## config.mk

```make
export PLATFORM = sky130hd
export DESIGN_NAME = nv_access
export DESIGN_NICKNAME = d
export VERILOG_FILES = /design/src/core/nv_access_pkg.sv /design/src/core/nv_access.sv /design/src/core/nv_prog_timer.sv
export SDC_FILE = /design/constraint.sdc
export NUM_CORES = 1
export LEC_CHECK = 0
export BUFFER_PORTS_ARGS = -buffer_cell sky130_fd_sc_hd__buf_2
export CORE_ASPECT_RATIO = 0.9
export CORE_MARGIN = 2
export CORE_UTILIZATION = 30
export DETAILED_ROUTE_END_ITERATION = 16
export HOLD_SLACK_MARGIN = 0.1
export PLACE_DENSITY = 0.51
export SYNTH_ARGS = -nofsm -noshare
export SYNTH_HDL_FRONTEND = slang
export SYNTH_SLANG_ARGS = --single-unit
```

## constraint.sdc

```tcl
create_clock -name REF_CLK -period 3.2 [get_ports REF_CLK]
set_input_delay 0.32 -clock REF_CLK [delete_from_list [all_inputs] [get_ports REF_CLK]]
set_output_delay 0.32 -clock REF_CLK [all_outputs]
set_load 0.02 [all_outputs]
```

## src/core/nv_access_pkg.sv

```systemverilog
package nv_access_pkg;
	// ==========================================================
	// Special function addresses
	localparam logic [7:0] LOC_ADDR = 8'h2a;
	localparam logic [7:0] BYTE_ADDR = 8'h2b;
	localparam logic [7:0] PTR_ONE_ADDR = 8'h03;
	localparam logic [7:0] PORT_ONE_ADDR = 8'h02;
	localparam logic [7:0] BANK_ADDR = 8'h04;
	localparam logic [7:0] CTRL_OFFSET = 8'h40;
	localparam logic [1:0] CTRL_BANK = 2'h1;
	// ==========================================================
	// Control field positions
	localparam int FETCH_GO_BIT = 0;
	localparam int FETCH_PERMIT_BIT = 1;
	localparam int PROG_GO_BIT = 2;
	localparam int PROG_PERMIT_BIT = 3;
	// ==========================================================
	// Reset values
	localparam logic [3:0] CTRL_RESET = 4'h0;
	localparam logic [1:0] BANK_RESET = 2'h0;
	// ==========================================================
	// Timing
	localparam int CLK_MHZ = 250;
	localparam int FETCH_NS = 8;
	localparam int FETCH_CYCLES = (FETCH_NS * CLK_MHZ + 999) / 1000;
	localparam int PROG_TICKS = 8;
	localparam int TICK_DIV = 16;
	// ==========================================================
	// Sequencer states
	typedef enum logic [1:0] {
		ST_IDLE = 2'b00,
		ST_FETCH = 2'b01,
		ST_PROG = 2'b11
	} seq_t;
endpackage

```

## src/core/nv_access.sv

```systemverilog
`timescale 1ns/1ns
module nv_access #(
	parameter int ADDR_W = 7
) (
	// Clock and reset
	input wire logic REF_CLK,
	input wire logic RESET,
	input wire logic WDT_PD_RESET,
	// Special function register port
	input wire logic [7:0] SFR_ADDR,
	input wire logic SFR_WR,
	input wire logic [7:0] SFR_WDATA,
	output logic [7:0] SFR_RDATA,
	// Flag servicing and bank selector
	input wire logic NV_DONE_FLAG_CLR,
	input wire logic SHARED_FLAG_ACK,
	output logic NV_DONE_FLAG,
	output logic SHARED_FLAG,
	output logic [1:0] BANK_SELECTOR
);
	localparam int DEPTH = 1 << ADDR_W;
	// Write completion window, in cycles after launch
	localparam int PROG_MIN = nv_access_pkg::TICK_DIV * (nv_access_pkg::PROG_TICKS - 1) + 2;
	localparam int PROG_MAX = nv_access_pkg::TICK_DIV * nv_access_pkg::PROG_TICKS + 1;

	logic [7:0] mem [DEPTH];
	logic [ADDR_W-1:0] loc_ff, nxt_loc;
	logic [7:0] val_ff, nxt_val;
	logic [3:0] ctrl_ff, nxt_ctrl;
	logic [7:0] ptr_ff, nxt_ptr;
	logic [1:0] bank_ff, nxt_bank;
	logic done_ff, nxt_done;
	logic shared_ff, nxt_shared;
	nv_access_pkg::seq_t st_ff, nxt_st;
	logic [3:0] fcnt_ff, nxt_fcnt;
	logic prog_start, prog_done, mem_we;

	// ==========================================================
	// Decode
	function automatic logic hit(input logic [7:0] a, input logic [7:0] ref_a);
		return a == ref_a;
	endfunction

	logic ctrl_sel, ctrl_wr;
	assign ctrl_sel = hit(SFR_ADDR, nv_access_pkg::PORT_ONE_ADDR)
		&& hit(ptr_ff, nv_access_pkg::CTRL_OFFSET)
		&& bank_ff == nv_access_pkg::CTRL_BANK;
	assign ctrl_wr = SFR_WR && ctrl_sel;

	// ==========================================================
	// Write timer
	assign prog_start = st_ff == nv_access_pkg::ST_IDLE && nxt_st == nv_access_pkg::ST_PROG;

	nv_prog_timer #(
		.DIV(nv_access_pkg::TICK_DIV),
		.TICKS(nv_access_pkg::PROG_TICKS)
	) u_timer (
		.clk(REF_CLK),
		.rst(RESET),
		.start(prog_start),
		.done(prog_done)
	);

	// ==========================================================
	// Registers and sequencer
	logic go_prog, go_fetch;
	logic [3:0] wc;
	assign wc = SFR_WDATA[3:0];
	// Permit must already stand before the trigger write
	assign go_prog = ctrl_wr && wc[nv_access_pkg::PROG_GO_BIT]
		&& ctrl_ff[nv_access_pkg::PROG_PERMIT_BIT] && wc[nv_access_pkg::PROG_PERMIT_BIT];
	assign go_fetch = ctrl_wr && wc[nv_access_pkg::FETCH_GO_BIT]
		&& ctrl_ff[nv_access_pkg::FETCH_PERMIT_BIT] && wc[nv_access_pkg::FETCH_PERMIT_BIT];

	always_comb begin
		nxt_loc = loc_ff;
		nxt_val = val_ff;
		nxt_ctrl = ctrl_ff;
		nxt_ptr = ptr_ff;
		nxt_bank = bank_ff;
		nxt_st = st_ff;
		nxt_fcnt = fcnt_ff;
		nxt_done = done_ff;
		nxt_shared = shared_ff;
		mem_we = 1'b0;
		if (SFR_WR) begin
			if (hit(SFR_ADDR, nv_access_pkg::LOC_ADDR))
				nxt_loc = SFR_WDATA[ADDR_W-1:0];
			if (hit(SFR_ADDR, nv_access_pkg::BYTE_ADDR) && st_ff != nv_access_pkg::ST_FETCH)
				nxt_val = SFR_WDATA;
			if (hit(SFR_ADDR, nv_access_pkg::PTR_ONE_ADDR))
				nxt_ptr = SFR_WDATA;
			if (hit(SFR_ADDR, nv_access_pkg::BANK_ADDR))
				nxt_bank = SFR_WDATA[1:0];
		end
		// Bank kept through a watchdog wake from power-down
		if (WDT_PD_RESET)
			nxt_bank = bank_ff;
		if (ctrl_wr) begin
			// Triggers stay under hardware control once raised
			nxt_ctrl[nv_access_pkg::PROG_PERMIT_BIT] = wc[nv_access_pkg::PROG_PERMIT_BIT];
			nxt_ctrl[nv_access_pkg::FETCH_PERMIT_BIT] = wc[nv_access_pkg::FETCH_PERMIT_BIT];
		end
		unique case (st_ff)
			nv_access_pkg::ST_IDLE: begin
				if (go_prog && !go_fetch) begin
					nxt_ctrl[nv_access_pkg::PROG_GO_BIT] = 1'b1;
					nxt_st = nv_access_pkg::ST_PROG;
				end else if (go_fetch && !go_prog) begin
					nxt_ctrl[nv_access_pkg::FETCH_GO_BIT] = 1'b1;
					nxt_fcnt = 4'h0;
					nxt_st = nv_access_pkg::ST_FETCH;
				end
			end
			nv_access_pkg::ST_FETCH: begin
				if (fcnt_ff == 4'(nv_access_pkg::FETCH_CYCLES - 1)) begin
					nxt_val = mem[loc_ff];
					nxt_ctrl[nv_access_pkg::FETCH_GO_BIT] = 1'b0;
					nxt_st = nv_access_pkg::ST_IDLE;
				end else begin
					nxt_fcnt = fcnt_ff + 4'h1;
				end
			end
			nv_access_pkg::ST_PROG: begin
				// New triggers are not honoured here
				if (prog_done) begin
					mem_we = 1'b1;
					nxt_ctrl[nv_access_pkg::PROG_GO_BIT] = 1'b0;
					nxt_st = nv_access_pkg::ST_IDLE;
				end
			end
			default: nxt_st = nv_access_pkg::ST_IDLE;
		endcase
		// Set wins over a same-cycle clear
		if (NV_DONE_FLAG_CLR)
			nxt_done = 1'b0;
		if (SHARED_FLAG_ACK)
			nxt_shared = 1'b0;
		if (mem_we) begin
			nxt_done = 1'b1;
			nxt_shared = 1'b1;
		end
	end

	always_ff @(posedge REF_CLK or posedge RESET) begin
		if (RESET) begin
			ctrl_ff <= nv_access_pkg::CTRL_RESET;
			ptr_ff <= 8'h00;
			st_ff <= nv_access_pkg::ST_IDLE;
			fcnt_ff <= 4'h0;
			done_ff <= 1'b0;
			shared_ff <= 1'b0;
		end else begin
			ctrl_ff <= nxt_ctrl;
			ptr_ff <= nxt_ptr;
			st_ff <= nxt_st;
			fcnt_ff <= nxt_fcnt;
			done_ff <= nxt_done;
			shared_ff <= nxt_shared;
		end
	end

	// Bank selector cleared by power-on reset only
	always_ff @(posedge REF_CLK or posedge RESET) begin
		if (RESET)
			bank_ff <= nv_access_pkg::BANK_RESET;
		else
			bank_ff <= nxt_bank;
	end

	// Location, byte value and array carry no reset
	always_ff @(posedge REF_CLK) begin
		loc_ff <= nxt_loc;
		val_ff <= nxt_val;
		if (mem_we)
			mem[loc_ff] <= val_ff;
	end

	// ==========================================================
	// Read mux
	always_comb begin
		SFR_RDATA = 8'h00;
		if (hit(SFR_ADDR, nv_access_pkg::LOC_ADDR))
			SFR_RDATA = 8'(loc_ff);
		else if (hit(SFR_ADDR, nv_access_pkg::BYTE_ADDR))
			SFR_RDATA = val_ff;
		else if (hit(SFR_ADDR, nv_access_pkg::PTR_ONE_ADDR))
			SFR_RDATA = ptr_ff;
		else if (hit(SFR_ADDR, nv_access_pkg::BANK_ADDR))
			SFR_RDATA = {6'h00, bank_ff};
		else if (ctrl_sel)
			SFR_RDATA = {4'h0, ctrl_ff};
	end

	assign NV_DONE_FLAG = done_ff;
	assign SHARED_FLAG = shared_ff;
	assign BANK_SELECTOR = bank_ff;
endmodule

```

## src/core/nv_prog_timer.sv

```systemverilog
`timescale 1ns/1ns
// Write timer with a free-running prescaler, started by the access sequencer
module nv_prog_timer #(
	parameter int DIV = 16,
	parameter int TICKS = 8
) (
	input wire logic clk,
	input wire logic rst,
	input wire logic start,
	output logic done
);
	logic [7:0] div_ff, nxt_div;
	logic [7:0] cnt_ff, nxt_cnt;
	logic busy_ff, nxt_busy;
	logic done_ff, nxt_done;
	logic tick;

	assign tick = (div_ff == 8'(DIV - 1));
	assign done = done_ff;

	always_comb begin
		nxt_div = tick ? 8'h00 : div_ff + 8'h01;
		nxt_cnt = cnt_ff;
		nxt_busy = busy_ff;
		nxt_done = 1'b0;
		if (start && !busy_ff) begin
			nxt_busy = 1'b1;
			nxt_cnt = 8'h00;
		end else if (busy_ff && tick) begin
			if (cnt_ff == 8'(TICKS - 1)) begin
				nxt_busy = 1'b0;
				nxt_done = 1'b1;
			end else begin
				nxt_cnt = cnt_ff + 8'h01;
			end
		end
	end

	always_ff @(posedge clk or posedge rst) begin
		if (rst) begin
			div_ff <= 8'h00;
			cnt_ff <= 8'h00;
			busy_ff <= 1'b0;
			done_ff <= 1'b0;
		end else begin
			div_ff <= nxt_div;
			cnt_ff <= nxt_cnt;
			busy_ff <= nxt_busy;
			done_ff <= nxt_done;
		end
	end
endmodule
```

Word level (Yosys, flattened, before mapping) --
Memory sizes are Yosys's and may differ from the RTL's. A register that Yosys moved wholly into a read port is not among the register bits. Index checks and enable logic that the tools add are counted.
Storage, ports and cells: register bits after elaboration 55, bits in latches 0, bits in writable memories 1024, bits in read-only memories 0, output and inout port bits 12, word-level logic and storage cells 118, memories 1
Cells by class: add/subtract/negate cells 3, $mul 0, divide/modulo/power cells 0, magnitude comparators 0, equality and inequality tests 21, shift operators 0, multiplexer cells 44, bitwise gates (word level) 1, reductions and logical operators 33
Memory list:
- mem | words 128, width 8, read ports 1, clocked after Yosys merged registers in 1, write ports 1, line nv_access.sv:26 | logic [7:0] mem [DEPTH];
Operator list (count):
- $mux W8 | 11
- $mux W4 | 5
- $mux W1 | 19
- $add A8 B1 Y8 const B | 2
- $eq A8 B2 Y1 const B | 2
- $eq A8 B3 Y1 const B | 2
- $eq A8 B6 Y1 const B | 2
- $logic_and A1 B1 Y1 | 15
- $reduce_bool A2 Y1 | 6
- $ne A2 B1 Y1 const B | 5
- $eq A8 B4 Y1 const B | 1
- $eq A8 B7 Y1 const B | 1
- $mux W2 | 4
- $pmux W4 S2 | 1
- $reduce_and A2 Y1 | 4
- $reduce_and A4 Y1 | 2
- $mux W7 | 1
- $ne A2 B2 Y1 const B | 3
- $pmux W2 S3 | 1
- $reduce_and A3 Y1 | 2
- $add A4 B1 Y4 const B | 1
- $eq A2 B1 Y1 const B | 2
- $eq A2 B2 Y1 const B | 2
- $eq A4 B1 Y1 const B | 1
- other kinds (4) | 7

Logic depth before layout (Yosys ltp) --
depth in word-level cells 17, gate-level depth with buffers 11, mapped depth without buffers 8

Cells and area by module --
From an unflattened synthesis, not the netlist that was laid out.
Second synthesis, totals: cell total of the unflattened synthesis 2231, area, all modules 42867.4 sq um
Modules (own cells, without submodules):
- nv_access | times used 1, cells an instance 2149, area an instance 42021.6 sq um, sequential area each 31810.5 sq um
- nv_prog_timer | times used 1, cells an instance 82, area an instance 845.8 sq um, sequential area each 450.4 sq um

Worst setup path after synthesis --
Ideal clock, no wire load.
path kind reg-to-output, start reg val_ff[1], end out SFR_RDATA[1], data arrival time 2.601 ns, path slack 0.279 ns, stages on the path, launching flop included 4, path through dfxtp_1 -> a22o_1 -> a221oi_1 -> a21oi_1
Between the ends: word-level cells in the longest chain between the ends 2
RTL lines:
- start: declaration | line nv_access.sv:28 | logic [7:0] val_ff, nxt_val;
- start signal: assignment | line nv_access.sv:174 | val_ff <= nxt_val;
- $mux W8 | line nv_access.sv:185 | else if (hit(SFR_ADDR, nv_access_pkg::BYTE_ADDR))
- $mux W8 | line nv_access.sv:183 | if (hit(SFR_ADDR, nv_access_pkg::LOC_ADDR))
- end: declaration | line nv_access.sv:13 | output logic [7:0] SFR_RDATA,
No other way between the ends.

==> results.toml <==
[placed_design]
routabilityCongestion = 0.833
postPlaceCellArea_um2 = 46600
dpl.hpwl_um = 70800
io_buffers = 33

[power]
power_density_nw_per_um2 = 569
ir_drop_v = 0.000405
leakage_nw = 16.2

[sta]
finalCritPeriodShare_pct = 94.6
fin_skew_ps = 33.4
hold_viol = 0
tns_ps = 0
worst_pin_slew_ps = 1120
final_max_slew_viol_count = 0
setup_viol = 0
max-slew-margin-rel_pct = 24.7
rsz0062_at_grt = "no"
layout_min_cycle_time_ps = 3030
fmax_mhz = 330

[logic_synthesis]
yosys_most_used_dff = "edfxtp_1"
synth.area.top_cells = "edfxtp_1 (72%), mux4_2 (12%), dfrtp_1 (2.3%)"
synthMuxAreaShare_pct = 15.4
synth-edff-count = 1031
synthCells = 2123
ys_seq_area_share_pct = 75.4
synthAdderAreaFrac_pct = 0.234
synth_compound_area_share_pct = 3.04
synth_cell_types = 64
synth_area_um2 = 42800
yosys.area_share.simple_pct = 4.05
synthArstFlopShare_pct = 3.68
yosysTopAreaCellShare_pct = 72.3
avgSynthCellArea_um2 = 20.2
ys_seq_elements = 1086
netlist.top_cell.by_area = "edfxtp_1"
synth_xor_area_share_pct = 0.266
syn-num-nets = 2153
yosysWarnings = 0
synth_top_family_by_area = "multiplexers"

[floorplan]
dieHeight_um = 362
core.rowCount = 131
start_util_pct = 30.2
core_area_um2 = 142000
dieArea_um2 = 146000
fp.dieW_um = 402
io_pins = 34

[clock_tree]
post_cts_buffers = 0
cts_tree = "done"
clk_latency_ps = 700
clk_path_buf_depth = 3
numCtsBuffers = 110
clkTransAtPathRegs_ps = 60
htreeDepth = 3
cts.sinks = 1086
clockRootBuffer = "clkbuf_16"

[critical_path]
worstRegToRegCells = 7
crit_top_cell = "a211oi_1"
arrival_ps = 3550
path_cells = "buf_12 > mux4_2 > mux2i_1 > nand2_1 > and3_1 > a211oi_1 > a211oi_1"
critPathCaptureType = "flop"
startpoint_type = "flop"
slowest_stage = "a211oi_1"
worstPathMaxFanout = 31
cp.required_ps = 3720
path_class = "reg2reg"
slowest_delay_ps = 640

[finish]
n_fill_cell = 13200
area_delta_synth_final_pct = 17.5
drive_gt1_share_pct = 27.6
final_nets = 2423
final_cell_area_um2 = 50300

[route]
drcViolationCount = 0
viasPerCell = 5.07
wl_per_cell_um = 25.5
vias = 22000
dr.pass1.iters = 6
routed_wl_um = 110000
drtAntennaViolNets = 0
drt_iter0_markers = 2196

[min_path]
min_from = "SFR_ADDR[6]"
whs_path_depth = 6
hold_class = "in2reg"

[global_route]
grt_overflow_total = 0
grt_max_degree = 130
grt_usage_pct = 15.0
grt_pass1_wl_um = 160000
antenna_found_initial = 1
grt_pass1_vias = 22400

[outcome]
status = "finished clean"

[run]
drv_cap = 0
==> flip-flops by register name, indices dropped and copies added (netlist names), named ones only <==
register / cells
u_timer.div_ff: 8
st_ff: 2
NV_DONE_FLAG: 1
BANK_SELECTOR: 2
SHARED_FLAG: 1
mem: 1024
fcnt_ff: 4
u_timer.cnt_ff: 8
ptr_ff: 8
u_timer.done: 1
val_ff: 8
ctrl_ff: 4
u_timer.busy_ff: 1
loc_ff: 7
==> stage by stage <==
step           worst slack (ps)  total power [mW]  instances  hold slack (ps)  utilization, %
2_1_floorplan               279              16.0       2123              419               -
3_3_place_gp                240              16.2       4129              441            32.9
3_5_place_dp                193              16.2       4129              452            32.9
4_1_cts                    4.94              28.9       4339              216            35.5
5_1_grt                     125              29.4       4339              241            35.5
6_report                    172              28.6       4340              231            35.5
==> critical path: cells and delay by family (launching register included) <==
family                 cells  cell delay (ps)
AND/OR/NAND/NOR            2              350
buffers and inverters      1              280
AO/OA/AOI/OAI              2              740
flip-flops                 1              520
multiplexers               2              890
==> final cells by class <==
cell class	instances	area, um^2	area share, %
inverters	17	63.8	0.127
multi-input cells	910	9860	19.6
flip-flops and latches	1086	32300	64.3
diodes	1	2.50	0.00498
clock inverters	58	619	1.23
repair buffers	268	2190	4.36
clock buffers	138	2900	5.77
well taps	1862	2330	4.63
==> kinds of logic after synthesis <==
group	after synthesis
flip-flops	1086
AND/OR/NAND/NOR	362
multiplexers	346
AO/OA/AOI/OAI	181
buffers and inverters	127
XOR/XNOR	13
adder cells (fa/ha/maj)	8
==> Yosys cell counts (14+ instances only) <==
cell type / instances
a211oi_1: 23
a21oi_1: 20
a22oi_1: 27
and3_1: 15
buf_2: 35
buf_4: 20
clkbuf_1: 41
dfrtp_1: 40
dfxtp_1: 15
edfxtp_1: 1031
inv_1: 17
mux2_2: 24
mux2i_1: 79
mux4_1: 18
mux4_2: 225
nand2_1: 61
nand3_1: 31
nor2_1: 153
nor2b_1: 21
nor3_1: 14
o21ai_0: 14
o22ai_1: 30
==> cell usage in the layout (no fill, tap or decap), types with 20 or more instances in the layout <==
| cell type | n |
|---|---|
| edfxtp_1 | 1031 |
| mux4_2 | 225 |
| buf_4 | 203 |
| nor2_1 | 152 |
| clkbuf_16 | 112 |
| mux2i_1 | 79 |
| nand2_1 | 61 |
| dfrtp_1 | 40 |
| buf_2 | 33 |
| nand3_1 | 31 |
| o22ai_1 | 30 |
| a22oi_1 | 27 |
| clkbuf_1 | 26 |
| mux2_2 | 24 |
| a211oi_1 | 23 |
| nor2b_1 | 21 |
| a21oi_1 | 20 |
| clkinv_1 | 20 |
==> power by group <==
| part | total [mW] | leakage [nW] | internal, mW | switching [mW] |
|---|---|---|---|---|
| Combinational | 0.316 | 4.58 | 0.0774 | 0.239 |
| Sequential | 15.6 | 9.90 | 15.6 | 0.0875 |
| Clock | 12.7 | 1.70 | 7.35 | 5.31 |
==> layer usage <==
metal  vias up  GRT usage (%)  routed length, um
met4         0           3.66               2370
li1       9327              -                  -
met2       774           23.4              51200
met1     11800           21.9              49700
met5         -              0                  0
met3       150           2.59               7130
==> path summary, 6_finish.rpt <==
kind,endpoint,slack [ps]
worst min register to register,u_timer.div_ff[0],460
worst max register to register,val_ff[0],170
worst min-delay path,st_ff[0],230
max in group asynchronous,u_timer.div_ff[6],2520
min in group asynchronous,BANK_SELECTOR[1],300
worst max-delay path,val_ff[0],170
==> what timing repair did <==
item / CTS / global route
resized for setup: 0 / 2
endpoints found under the hold margin: 70 / 0
hold buffers: 14 / 0
setup endpoints to repair: 0 / 4
(Power assumes the default switching activity.)
